**src/design/spmc_pkg.sv**
```systemverilog
// Package with register map, mode codes, state codes and timing constants of the power mode controller.
package spmc_pkg;

	// Register indices; the byte address on the bus is four times the index.
	localparam logic [7:0] IDX_PORT1_CTRL   = 8'h1d;
	localparam logic [7:0] IDX_PORT2_CTRL   = 8'h2d;
	localparam logic [7:0] IDX_POWER_MODE   = 8'hc3;
	localparam logic [7:0] IDX_GO_SLEEP     = 8'hc4;
	localparam logic [7:0] IDX_POWER_STATUS = 8'hc5;
	localparam int         IDX_LSB          = 2;
	localparam int         IDX_MSB          = 9;
	localparam int         ADDR_WIDTH       = 12;

	// Field positions.
	localparam int         MODE_LSB         = 0;
	localparam int         MODE_MSB         = 1;
	localparam int         PLL_OFF_BIT      = 2;
	localparam int         PORT_PD_BIT      = 3;

	// Reset values.
	localparam logic [7:0] PORT_CTRL_RESET  = 8'h00;
	localparam logic [7:0] POWER_MODE_RESET = 8'h00;
	localparam logic [7:0] GO_SLEEP_RESET   = 8'h00;

	// AXI response codes.
	localparam logic [1:0] RESP_OKAY        = 2'h0;
	localparam logic [1:0] RESP_SLVERR      = 2'h2;

	// Global power mode encodings.
	typedef enum logic [1:0] {
		MODE_NORMAL   = 2'h0,
		MODE_ENERGY   = 2'h1,
		MODE_SOFT_PD  = 2'h2,
		MODE_SAVING   = 2'h3
	} spmc_mode_type;

	// Power states, Gray coded along normal to energy detect and normal to power saving.
	typedef enum logic [2:0] {
		ST_NORMAL    = 3'h0,
		ST_ED_AWAKE  = 3'h1,
		ST_ED_SLEEP  = 3'h3,
		ST_PS_ACTIVE = 3'h2,
		ST_PS_RX_OFF = 3'h6,
		ST_SOFT_PD   = 3'h4
	} spmc_state_type;

	// Timing: clock period, link pulse width and spacing, go-sleep step.
	localparam int CLK_PERIOD_NS       = 8;
	localparam int PULSE_WIDTH_NS      = 120;
	localparam int PULSE_WIDTH_CYCLES  = (PULSE_WIDTH_NS + CLK_PERIOD_NS - 1) / CLK_PERIOD_NS;
	localparam int PULSE_PERIOD_S      = 1;
	localparam int PULSE_PERIOD_CYCLES = PULSE_PERIOD_S * (1000000000 / CLK_PERIOD_NS);
	localparam int SLEEP_STEP_US       = 1000;
	localparam int SLEEP_STEP_CYCLES   = SLEEP_STEP_US * (1000 / CLK_PERIOD_NS);
	localparam int CNT_WIDTH           = 32;

endpackage

```
**src/design/spmc_pulse_gen.sv**
```systemverilog
// Periodic fixed-width line pulse generator used while the link is idle.
`timescale 1ns/1ps
`default_nettype none

module spmc_pulse_gen #(
	parameter int PERIOD_CYCLES = spmc_pkg::PULSE_PERIOD_CYCLES,
	parameter int WIDTH_CYCLES  = spmc_pkg::PULSE_WIDTH_CYCLES
) (
	input  wire logic clock,     // System clock.
	input  wire logic rst_n,     // Asynchronous reset, active low.
	input  wire logic enable,    // Run the pulse train while high.
	output var  logic pulse_q    // Line pulse, high for the pulse width.
);

	logic [spmc_pkg::CNT_WIDTH-1:0] period_cnt_q;

	// Period counter restarts whenever the train is disabled, so the first pulse starts at once.
	always_ff @(posedge clock or negedge rst_n) begin
		if (!rst_n) begin
			period_cnt_q <= '0;
		end else if (!enable) begin
			period_cnt_q <= '0;
		end else if (period_cnt_q >= spmc_pkg::CNT_WIDTH'(PERIOD_CYCLES - 1)) begin
			period_cnt_q <= '0;
		end else begin
			period_cnt_q <= period_cnt_q + 1'b1;
		end
	end

	// Pulse is high during the first part of each period.
	always_ff @(posedge clock or negedge rst_n) begin
		if (!rst_n) begin
			pulse_q <= 1'b0;
		end else begin
			pulse_q <= enable && (period_cnt_q < spmc_pkg::CNT_WIDTH'(WIDTH_CYCLES));
		end
	end

endmodule

`default_nettype wire

```
**src/design/spmc_switch_power_mode_controller.sv**
```systemverilog
// Top of the chip power mode controller with its AXI4-Lite register slave.
// Function
// - Two-bit mode field: 00 normal, 01 energy detect, 10 soft down, 11 saving.
// - Reset sets the mode field to 00, normal operation.
// - Normal mode keeps PLL, PHY, MAC and host interface all enabled.
// - From normal, a mode write moves directly to any other mode.
// - Power saving keeps PLL, MAC, registers; PHY transmits, unused receiver off.
// - Receiver shutdown only with auto-negotiation on, cable out, mode 11.
// - Returning line activity restores the PHY to full power in saving mode.
// - In saving mode a mode write leaves for another mode.
// - No energy longer than go-sleep setting moves energy detect into low power.
// - Low power keeps only the energy detector; energy returns to normal power.
// - Energy detect without link sends 120 ns pulses once per second.
// - Power mode bit 2 set disables the PLL.
// - Soft down stops PLL, PHY, MAC, keeps registers; writing 00 returns normal.
// - Port control bit 3 powers down that PHY port regardless of mode.
// - Active-low power-down pin powers the whole chip down.
`timescale 1ns/1ps
`default_nettype none

module spmc_switch_power_mode_controller #(
	parameter int PULSE_PERIOD_CYCLES = spmc_pkg::PULSE_PERIOD_CYCLES,
	parameter int SLEEP_STEP_CYCLES   = spmc_pkg::SLEEP_STEP_CYCLES
) (
	input  wire logic                           clock,             // System clock, 125 MHz.
	input  wire logic                           rst_n,             // Asynchronous reset, active low.
	input  wire logic [spmc_pkg::ADDR_WIDTH-1:0] s_axi_awaddr,     // Write address.
	input  wire logic                           s_axi_awvalid,     // Write address valid.
	output var  logic                           s_axi_awready,     // Write address ready.
	input  wire logic [31:0]                    s_axi_wdata,       // Write data.
	input  wire logic [3:0]                     s_axi_wstrb,       // Write byte strobes.
	input  wire logic                           s_axi_wvalid,      // Write data valid.
	output var  logic                           s_axi_wready,      // Write data ready.
	output var  logic [1:0]                     s_axi_bresp,       // Write response.
	output var  logic                           s_axi_bvalid,      // Write response valid.
	input  wire logic                           s_axi_bready,      // Write response ready.
	input  wire logic [spmc_pkg::ADDR_WIDTH-1:0] s_axi_araddr,     // Read address.
	input  wire logic                           s_axi_arvalid,     // Read address valid.
	output var  logic                           s_axi_arready,     // Read address ready.
	output var  logic [31:0]                    s_axi_rdata,       // Read data.
	output var  logic [1:0]                     s_axi_rresp,       // Read response.
	output var  logic                           s_axi_rvalid,      // Read data valid.
	input  wire logic                           s_axi_rready,      // Read data ready.
	input  wire logic                           chip_power_down_n, // Hardware power-down pin, active low.
	input  wire logic                           autoneg_en,        // Auto-negotiation enabled.
	input  wire logic                           link_up,           // PHY link is up.
	input  wire logic                           cable_energy,      // Energy seen on the cable.
	output var  logic                           pll_clk_en_q,      // Internal PLL clocks enabled.
	output var  logic                           phy_tx_en_q,       // PHY transmitter powered.
	output var  logic                           phy_rx_en_q,       // PHY full receiver powered.
	output var  logic                           energy_det_en_q,   // Receiver energy detector powered.
	output var  logic                           mac_en_q,          // MAC powered.
	output var  logic                           host_if_en_q,      // Host interface enabled.
	output var  logic                           port1_phy_pd_q,    // Port 1 PHY powered down.
	output var  logic                           port2_phy_pd_q,    // Port 2 PHY powered down.
	output var  logic                           line_pulse_q       // Idle link pulse on the line.
);

	logic [7:0]                     port1_ctrl_q;
	logic [7:0]                     port2_ctrl_q;
	logic [7:0]                     power_mode_q;
	logic [7:0]                     go_sleep_q;
	logic                           aw_held_q;
	logic                           w_held_q;
	logic [7:0]                     aw_index_q;
	logic                           aw_mapped_q;
	logic [7:0]                     wdata_q;
	logic                           wstrb0_q;
	logic [spmc_pkg::CNT_WIDTH-1:0] step_cnt_q;
	logic [8:0]                     sleep_steps_q;
	logic                           sleep_due;
	logic                           pulse_en_q;
	logic                           do_write;
	spmc_pkg::spmc_state_type       state_q;
	spmc_pkg::spmc_mode_type        mode;

	// Byte address to register index; the bits below a word are ignored.
	function automatic logic [7:0] reg_index(input logic [spmc_pkg::ADDR_WIDTH-1:0] addr);
		reg_index = addr[spmc_pkg::IDX_MSB:spmc_pkg::IDX_LSB];
	endfunction

	// True for any index that holds a register.
	function automatic logic reg_mapped(input logic [7:0] idx);
		reg_mapped = (idx == spmc_pkg::IDX_PORT1_CTRL) || (idx == spmc_pkg::IDX_PORT2_CTRL) ||
			(idx == spmc_pkg::IDX_POWER_MODE) || (idx == spmc_pkg::IDX_GO_SLEEP) ||
			(idx == spmc_pkg::IDX_POWER_STATUS) || 1'b0;
	endfunction

	assign mode     = spmc_pkg::spmc_mode_type'(power_mode_q[spmc_pkg::MODE_MSB:spmc_pkg::MODE_LSB]);
	assign do_write = aw_held_q && w_held_q && !s_axi_bvalid;

	// Write address and data are captured separately, in either order, and released after the response.
	always_ff @(posedge clock or negedge rst_n) begin
		if (!rst_n) begin
			aw_held_q     <= 1'b0;
			w_held_q      <= 1'b0;
			aw_index_q    <= 8'h00;
			aw_mapped_q   <= 1'b0;
			wdata_q       <= 8'h00;
			wstrb0_q      <= 1'b0;
			s_axi_awready <= 1'b1;
			s_axi_wready  <= 1'b1;
		end else begin
			if (s_axi_awvalid && s_axi_awready) begin
				aw_held_q     <= 1'b1;
				aw_index_q    <= reg_index(s_axi_awaddr);
				aw_mapped_q   <= reg_mapped(reg_index(s_axi_awaddr));
				s_axi_awready <= 1'b0;
			end
			if (s_axi_wvalid && s_axi_wready) begin
				w_held_q     <= 1'b1;
				wdata_q      <= s_axi_wdata[7:0];
				wstrb0_q     <= s_axi_wstrb[0];
				s_axi_wready <= 1'b0;
			end
			if (s_axi_bvalid && s_axi_bready) begin
				aw_held_q     <= 1'b0;
				w_held_q      <= 1'b0;
				s_axi_awready <= 1'b1;
				s_axi_wready  <= 1'b1;
			end
		end
	end

	// Write response; an unmapped address answers SLVERR and changes nothing.
	always_ff @(posedge clock or negedge rst_n) begin
		if (!rst_n) begin
			s_axi_bvalid <= 1'b0;
			s_axi_bresp  <= spmc_pkg::RESP_OKAY;
		end else if (do_write) begin
			s_axi_bvalid <= 1'b1;
			s_axi_bresp  <= aw_mapped_q ? spmc_pkg::RESP_OKAY : spmc_pkg::RESP_SLVERR;
		end else if (s_axi_bready) begin
			s_axi_bvalid <= 1'b0;
		end
	end

	// Register storage; the bus stays alive in every mode so software can always write the mode back.
	always_ff @(posedge clock or negedge rst_n) begin
		if (!rst_n) begin
			port1_ctrl_q <= spmc_pkg::PORT_CTRL_RESET;
			port2_ctrl_q <= spmc_pkg::PORT_CTRL_RESET;
			power_mode_q <= spmc_pkg::POWER_MODE_RESET;
			go_sleep_q   <= spmc_pkg::GO_SLEEP_RESET;
		end else if (do_write && wstrb0_q) begin
			unique case (aw_index_q)
				spmc_pkg::IDX_PORT1_CTRL: port1_ctrl_q <= wdata_q;
				spmc_pkg::IDX_PORT2_CTRL: port2_ctrl_q <= wdata_q;
				spmc_pkg::IDX_POWER_MODE: power_mode_q <= wdata_q;
				spmc_pkg::IDX_GO_SLEEP:   go_sleep_q   <= wdata_q;
				default: begin
				end
			endcase
		end
	end

	// Read channel answers one cycle after the address is taken.
	always_ff @(posedge clock or negedge rst_n) begin
		if (!rst_n) begin
			s_axi_arready <= 1'b1;
			s_axi_rvalid  <= 1'b0;
			s_axi_rdata   <= 32'h0000_0000;
			s_axi_rresp   <= spmc_pkg::RESP_OKAY;
		end else if (s_axi_arvalid && s_axi_arready) begin
			s_axi_arready <= 1'b0;
			s_axi_rvalid  <= 1'b1;
			s_axi_rresp   <= reg_mapped(reg_index(s_axi_araddr)) ? spmc_pkg::RESP_OKAY : spmc_pkg::RESP_SLVERR;
			unique case (reg_index(s_axi_araddr))
				spmc_pkg::IDX_PORT1_CTRL:   s_axi_rdata <= {24'h000000, port1_ctrl_q};
				spmc_pkg::IDX_PORT2_CTRL:   s_axi_rdata <= {24'h000000, port2_ctrl_q};
				spmc_pkg::IDX_POWER_MODE:   s_axi_rdata <= {24'h000000, power_mode_q};
				spmc_pkg::IDX_GO_SLEEP:     s_axi_rdata <= {24'h000000, go_sleep_q};
				spmc_pkg::IDX_POWER_STATUS: s_axi_rdata <= {28'h0000000, !chip_power_down_n, state_q};
				default:                    s_axi_rdata <= 32'h0000_0000;
			endcase
		end else if (s_axi_rvalid && s_axi_rready) begin
			s_axi_rvalid  <= 1'b0;
			s_axi_arready <= 1'b1;
		end
	end

	// Idle timer in steps; any cable energy or leaving the awake state restarts it.
	always_ff @(posedge clock or negedge rst_n) begin
		if (!rst_n) begin
			step_cnt_q    <= '0;
			sleep_steps_q <= 9'h000;
		end else if (cable_energy || state_q != spmc_pkg::ST_ED_AWAKE) begin
			step_cnt_q    <= '0;
			sleep_steps_q <= 9'h000;
		end else if (step_cnt_q >= spmc_pkg::CNT_WIDTH'(SLEEP_STEP_CYCLES - 1)) begin
			step_cnt_q <= '0;
			if (!sleep_due) begin
				sleep_steps_q <= sleep_steps_q + 9'h001;
			end
		end else begin
			step_cnt_q <= step_cnt_q + 1'b1;
		end
	end

	// The quiet time must exceed the setting, hence strictly greater.
	assign sleep_due = sleep_steps_q > {1'b0, go_sleep_q};

	// Power state follows the mode field; the sub-states track line energy.
	always_ff @(posedge clock or negedge rst_n) begin
		if (!rst_n) begin
			state_q <= spmc_pkg::ST_NORMAL;
		end else begin
			unique case (mode)
				spmc_pkg::MODE_NORMAL: begin
					state_q <= spmc_pkg::ST_NORMAL;
				end
				spmc_pkg::MODE_SOFT_PD: begin
					state_q <= spmc_pkg::ST_SOFT_PD;
				end
				spmc_pkg::MODE_SAVING: begin
					if (cable_energy || link_up) begin
						state_q <= spmc_pkg::ST_PS_ACTIVE;
					end else if (autoneg_en || state_q == spmc_pkg::ST_PS_RX_OFF) begin
						state_q <= spmc_pkg::ST_PS_RX_OFF;
					end else begin
						state_q <= spmc_pkg::ST_PS_ACTIVE;
					end
				end
				spmc_pkg::MODE_ENERGY: begin
					if (cable_energy) begin
						state_q <= spmc_pkg::ST_ED_AWAKE;
					end else if (state_q == spmc_pkg::ST_ED_SLEEP || (state_q == spmc_pkg::ST_ED_AWAKE && sleep_due)) begin
						state_q <= spmc_pkg::ST_ED_SLEEP;
					end else begin
						state_q <= spmc_pkg::ST_ED_AWAKE;
					end
				end
			endcase
		end
	end

	// Block enables per state; the power-down pin overrides every state.
	always_ff @(posedge clock or negedge rst_n) begin
		if (!rst_n) begin
			pll_clk_en_q    <= 1'b0;
			phy_tx_en_q     <= 1'b0;
			phy_rx_en_q     <= 1'b0;
			energy_det_en_q <= 1'b0;
			mac_en_q        <= 1'b0;
			host_if_en_q    <= 1'b0;
		end else if (!chip_power_down_n) begin
			pll_clk_en_q    <= 1'b0;
			phy_tx_en_q     <= 1'b0;
			phy_rx_en_q     <= 1'b0;
			energy_det_en_q <= 1'b0;
			mac_en_q        <= 1'b0;
			host_if_en_q    <= 1'b0;
		end else begin
			unique case (state_q)
				spmc_pkg::ST_NORMAL, spmc_pkg::ST_PS_ACTIVE: begin
					pll_clk_en_q    <= !power_mode_q[spmc_pkg::PLL_OFF_BIT];
					phy_tx_en_q     <= 1'b1;
					phy_rx_en_q     <= 1'b1;
					energy_det_en_q <= 1'b1;
					mac_en_q        <= 1'b1;
					host_if_en_q    <= 1'b1;
				end
				spmc_pkg::ST_PS_RX_OFF: begin
					pll_clk_en_q    <= !power_mode_q[spmc_pkg::PLL_OFF_BIT];
					phy_tx_en_q     <= 1'b1;
					phy_rx_en_q     <= 1'b0;
					energy_det_en_q <= 1'b1;
					mac_en_q        <= 1'b1;
					host_if_en_q    <= 1'b1;
				end
				spmc_pkg::ST_ED_AWAKE: begin
					pll_clk_en_q    <= !power_mode_q[spmc_pkg::PLL_OFF_BIT];
					phy_tx_en_q     <= 1'b1;
					phy_rx_en_q     <= 1'b1;
					energy_det_en_q <= 1'b1;
					mac_en_q        <= 1'b0;
					host_if_en_q    <= 1'b0;
				end
				spmc_pkg::ST_ED_SLEEP: begin
					pll_clk_en_q    <= 1'b0;
					phy_tx_en_q     <= 1'b0;
					phy_rx_en_q     <= 1'b0;
					energy_det_en_q <= 1'b1;
					mac_en_q        <= 1'b0;
					host_if_en_q    <= 1'b0;
				end
				spmc_pkg::ST_SOFT_PD: begin
					pll_clk_en_q    <= 1'b0;
					phy_tx_en_q     <= 1'b0;
					phy_rx_en_q     <= 1'b0;
					energy_det_en_q <= 1'b0;
					mac_en_q        <= 1'b0;
					host_if_en_q    <= 1'b0;
				end
				default: begin
					pll_clk_en_q    <= 1'b0;
					phy_tx_en_q     <= 1'b0;
					phy_rx_en_q     <= 1'b0;
					energy_det_en_q <= 1'b0;
					mac_en_q        <= 1'b0;
					host_if_en_q    <= 1'b0;
				end
			endcase
		end
	end

	// Per-port power down is independent of the global mode.
	always_ff @(posedge clock or negedge rst_n) begin
		if (!rst_n) begin
			port1_phy_pd_q <= 1'b0;
			port2_phy_pd_q <= 1'b0;
		end else begin
			port1_phy_pd_q <= port1_ctrl_q[spmc_pkg::PORT_PD_BIT] || !chip_power_down_n;
			port2_phy_pd_q <= port2_ctrl_q[spmc_pkg::PORT_PD_BIT] || !chip_power_down_n;
		end
	end

	// Pulses only while in energy detect without link; registered to keep the enable glitch free.
	always_ff @(posedge clock or negedge rst_n) begin
		if (!rst_n) begin
			pulse_en_q <= 1'b0;
		end else begin
			pulse_en_q <= chip_power_down_n && !link_up && (mode == spmc_pkg::MODE_ENERGY);
		end
	end

	spmc_pulse_gen #(
		.PERIOD_CYCLES (PULSE_PERIOD_CYCLES),
		.WIDTH_CYCLES  (spmc_pkg::PULSE_WIDTH_CYCLES)
	) u_pulse (
		.clock   (clock),
		.rst_n   (rst_n),
		.enable  (pulse_en_q),
		.pulse_q (line_pulse_q)
	);

endmodule

`default_nettype wire

```
**config.mk**
```make
export PLATFORM = sky130hd
export DESIGN_NAME = spmc_switch_power_mode_controller
export DESIGN_NICKNAME = d
export VERILOG_FILES = /design/src/design/spmc_pkg.sv /design/src/design/spmc_pulse_gen.sv /design/src/design/spmc_switch_power_mode_controller.sv
export SDC_FILE = /design/constraint.sdc
export NUM_CORES = 1
export LEC_CHECK = 0
export BUFFER_PORTS_ARGS = -buffer_cell sky130_fd_sc_hd__buf_2
export CORE_MARGIN = 2
export CORE_UTILIZATION = 45
export CTS_CLUSTER_DIAMETER = 30
export DETAILED_ROUTE_END_ITERATION = 6
export PLACE_DENSITY = 0.63
export SETUP_SLACK_MARGIN = 0.05
export SYNTH_ARGS = -nofsm -noshare
export SYNTH_HDL_FRONTEND = slang
export SYNTH_SLANG_ARGS = --single-unit
```
**constraint.sdc**
```tcl
create_clock -name clock -period 5 [get_ports clock]
set_input_delay 0.25 -clock clock [delete_from_list [all_inputs] [get_ports clock]]
set_output_delay 0.25 -clock clock [all_outputs]
set_load 0.005 [all_outputs]
```
==> metrics.md <==
| Metric | Value |
|---|---|
| RSZ-0062 raised after global routing | no |
| ANT nets after route | 0 |
| VDD IR max | 0.0002578 V |
| # fillers | approximately 1300 |
| GR Util All Layers | 0.1723 |
| Vias in the first global route | 4726 |
| Worst slack at placement | 2.494 ns |
| PortBufs | 59 |
| Initial antenna violation count | 0 |
| Die Width | 128.4 microns |
| Resized cells post-CTS | 0 |
| Global-route wire length before repair | 22510 microns |
| Max_cap viols | 0 |
| Final setup skew | 0.007963 ns |
| Clk_lat worst skew | 0.42 ns |
| Die Height | 128.4 microns |
| Slowest CP cell | a311o_1 |
| Crit path DAT | around 2.9 ns |
| Routed wire length | 13090 microns |
| Slew margin rel. | 0.3067 |
| Pwr Density | 379.5 nW/um^2 |
| Synth Flop Type | dfrtp_1 |
| Synth Area in Simple Gates | 0.1643 |
| Mean routed wirelength per cell | 14.38 microns |
| Status | finished clean |
| Syn Area/Cell | 11.26 sq um |
| F_max | slightly below 0.4 GHz |
| Critical path cell sequence | ha_1 > a2111oi_0 > o211ai_1 > a311o_1 > inv_1 > o21ai_0 > o31ai_1 |
| Final setup viols | 0 |
| DRC violations left | 0 |
| Synth cell types | 61 |
| DPL Wire Length | 8991 microns |
| #FFs+latches synth | roughly 150 |
| CTS sink cnt | between 150 and 200 |
| Multiplexer fraction of the synthesized cell area | 0.08339 |
| I/O Pins | 121 |
| CP max stage delay | between 0.6 and 0.7 ns |
| CP Max Fanout | 21 |
| Die area | 16480 sq um |
| Slew at the pin with the worst max-slew slack | 1.040 ns |
| Clk buf depth | 2 |
| Crit path capture type | flip-flop |
| CTS buffer count | 17 |
| Area Overhead vs Synth | 15.55% |
| Core ar. | roughly 15000 sq um |
| Post-layout power | 3053 uW |
| CP required | ~5.3 ns |
| Core Rows | between 40 and 50 |
| Ant diodes | 0 |
| Via Count | 4734 |
| Final setup TNS | 0 ns |
| Critical Setup Path Class | reg2reg |
| Post-Syn Instances | between 600 and 700 |
| 1st-iter DRT viols | 316 |
| Post-synth EDFFs | 0 |
| Initial Utilization | 0.4596 |
| Vias/cell | 5.202 |
| Ratio of cells with drive above 1 in the final layout | 0.2105 |
| Number of H-tree levels | 4 |
| Root buf cell | clkbuf_16 |
| Final Max Slew Viols | 0 |
| Nets | 791 |
| XOR/XNOR Fraction of Synth Area | 0.04781 |
| Main combinational cell family by area after synthesis | simple AND/OR/NAND/NOR gates |
| Fin. Hold Viols | 0 |
| Crit path buf inv count | 1 |
| Leakage power | 0.003694 uW |
| Final WS setup | 2.451 ns |
| Final GP Congestion | 0.7842 |
| Crit path time final | 2.549 ns |
| Adder-cell share of the synthesized area | 0.01977 |
| Synth Warn # | 0 |
| Post-CTS setup buffers | 0 |
| Final cycle utilization of the critical path | 0.5099 |
| Compound-Gate Fraction of Synth Area | 0.08825 |
| CTS tree | built |
| Crit-path leading delay family | compound AO/OA/AOI/OAI gates |
| Mapped Area | 6962 sq um |
| TritonRoute pass-1 iters | 5 |
| Async SR Flop Fraction | 1.000 |
| Total grt overflow | 0 |
| Sequential element share of the synthesized area | 0.5469 |
| Largest net degree at the start of global routing | 97 |
| Worst hold path class | in2reg |
| Clk slew on worst S/H paths | 0.06 ns |
| Setup crit start kind | flip-flop |
-- layer usage --
metal  vias to the layer above  share of wire  global-route usage
met5                         -              0                   0
met4                         0          0.012             0.06141
met3                        13          0.039             0.04407
met2                        94           0.47              0.2772
met1                      2328           0.48              0.2276
li1                       2299              -                   -
-- layout make-up --
cell class                 instances  area, sq um  area share
sequential                       152         3807      0.4733
multi-input combinational        452         2982      0.3707
inverter                          22        82.58     0.01027
clock inverter                    13        155.1     0.01929
clock buffer                      19        432.9     0.05382
timing repair buffer              64        349.1     0.04340
tap                              188        235.2     0.02924
-- Yosys cell counts (all sizes together), types with 6 or more instances --
master | n | area (sq um)
nand3 | 21 | 105.1
nand4 | 10 | 62.56
and3 | 16 | 100.1
a21oi | 18 | 90.09
ha | 11 | 137.6
mux2 | 48 | 540.5
nand2 | 51 | 191.4
xor2 | 23 | 201.4
nor3 | 8 | 51.30
xnor2 | 15 | 131.4
inv | 22 | 82.58
nor2 | 57 | 216.5
buf | 33 | 244.0
o21ai | 30 | 150.1
nand2b | 9 | 56.30
nor4 | 10 | 77.57
dfrtp | 149 | 3729
o31ai | 8 | 73.82
or3 | 6 | 42.54
-- worst paths after layout --
path	startpoint	slack (ns)	depth (start not counted)	to
max in group asynchronous	rst_n	3.28	3	step_cnt_q[17]$_DFF_PN0_
worst min register to register	power_mode_q[2]$_DFFE_PN0P_	0.46	1	pll_clk_en_q$_DFF_PN0_
min in group asynchronous	rst_n	0.48	2	port1_phy_pd_q$_DFF_PN0_
worst max-delay path	step_cnt_q[0]$_DFF_PN0_	2.45	7	sleep_steps_q[6]$_DFFE_PN0P_
worst min-delay path	link_up	0.02	2	pulse_en_q$_DFF_PN0_
worst max register to register	step_cnt_q[0]$_DFF_PN0_	2.45	7	sleep_steps_q[6]$_DFFE_PN0P_
-- layout by cell type, fill, tap and decap left out, types with 18 or more instances in the layout --
| cell type | instances |
|---|---|
| a21oi_1 | 18 |
| buf_2 | 58 |
| conb_1 | 46 |
| dfrtp_1 | 149 |
| inv_1 | 22 |
| mux2_2 | 48 |
| nand2_1 | 51 |
| nand3_1 | 21 |
| nor2_1 | 56 |
| o21ai_0 | 23 |
| xor2_1 | 23 |
-- worst reg2reg max path: stages (launching register included) --
cell and delay, ns:
dfrtp_1 0.41, ha_1 0.25, a2111oi_0 0.51, o211ai_1 0.18, a311o_1 0.61, inv_1 0.28
o21ai_0 0.13, o31ai_1 0.08
-- report_power, final --
part	switching [uW]	internal, uW
combinational	151	153
clock	491	780
sequential	113	1370
total	754	2300
-- registers in the layout (all words and copies together), names as in the netlist, 3 cells and up --
| register | flops |
|---|---|
| sleep_steps_q | 9 |
| wdata_q | 8 |
| go_sleep_q | 8 |
| u_pulse.period_cnt_q | 32 |
| step_cnt_q | 32 |
| aw_index_q | 8 |
| s_axi_rdata | 8 |
| power_mode_q | 8 |
| state_q | 3 |
| port2_ctrl_q | 8 |
| port1_ctrl_q | 8 |
-- cells by family (layout without fill, tap and decap cells) --
family,count (synthesis),count (layout)
other cells,1,46
fa+ha+maj,11,11
simple gates,214,214
xor+xnor,38,38
buf+inv,59,118
mux,52,52
flops,152,152
compound gates,91,91
-- per-stage QoR --
step | instances | instance area, sq um | hold WS (ns) | utilization
4_1_cts | 910 | 8044 | 0.003099 | 0.5311
5_1_grt | 910 | 8044 | 0.006682 | 0.5311
3_5_place_dp | 874 | 7416 | 0.3951 | 0.4896
3_3_place_gp | 874 | 7416 | 0.3910 | 0.4896
2_1_floorplan | 663 | 7131 | -0.04559 | -
6_report | 910 | 8044 | 0.01993 | 0.5311
-- repair_timing --
item                       CTS  global route
hold endpoints to repair    98             0
setup endpoints to repair    0             0
hold buffers                 4             0
Power figures use the tool's default switching activity.
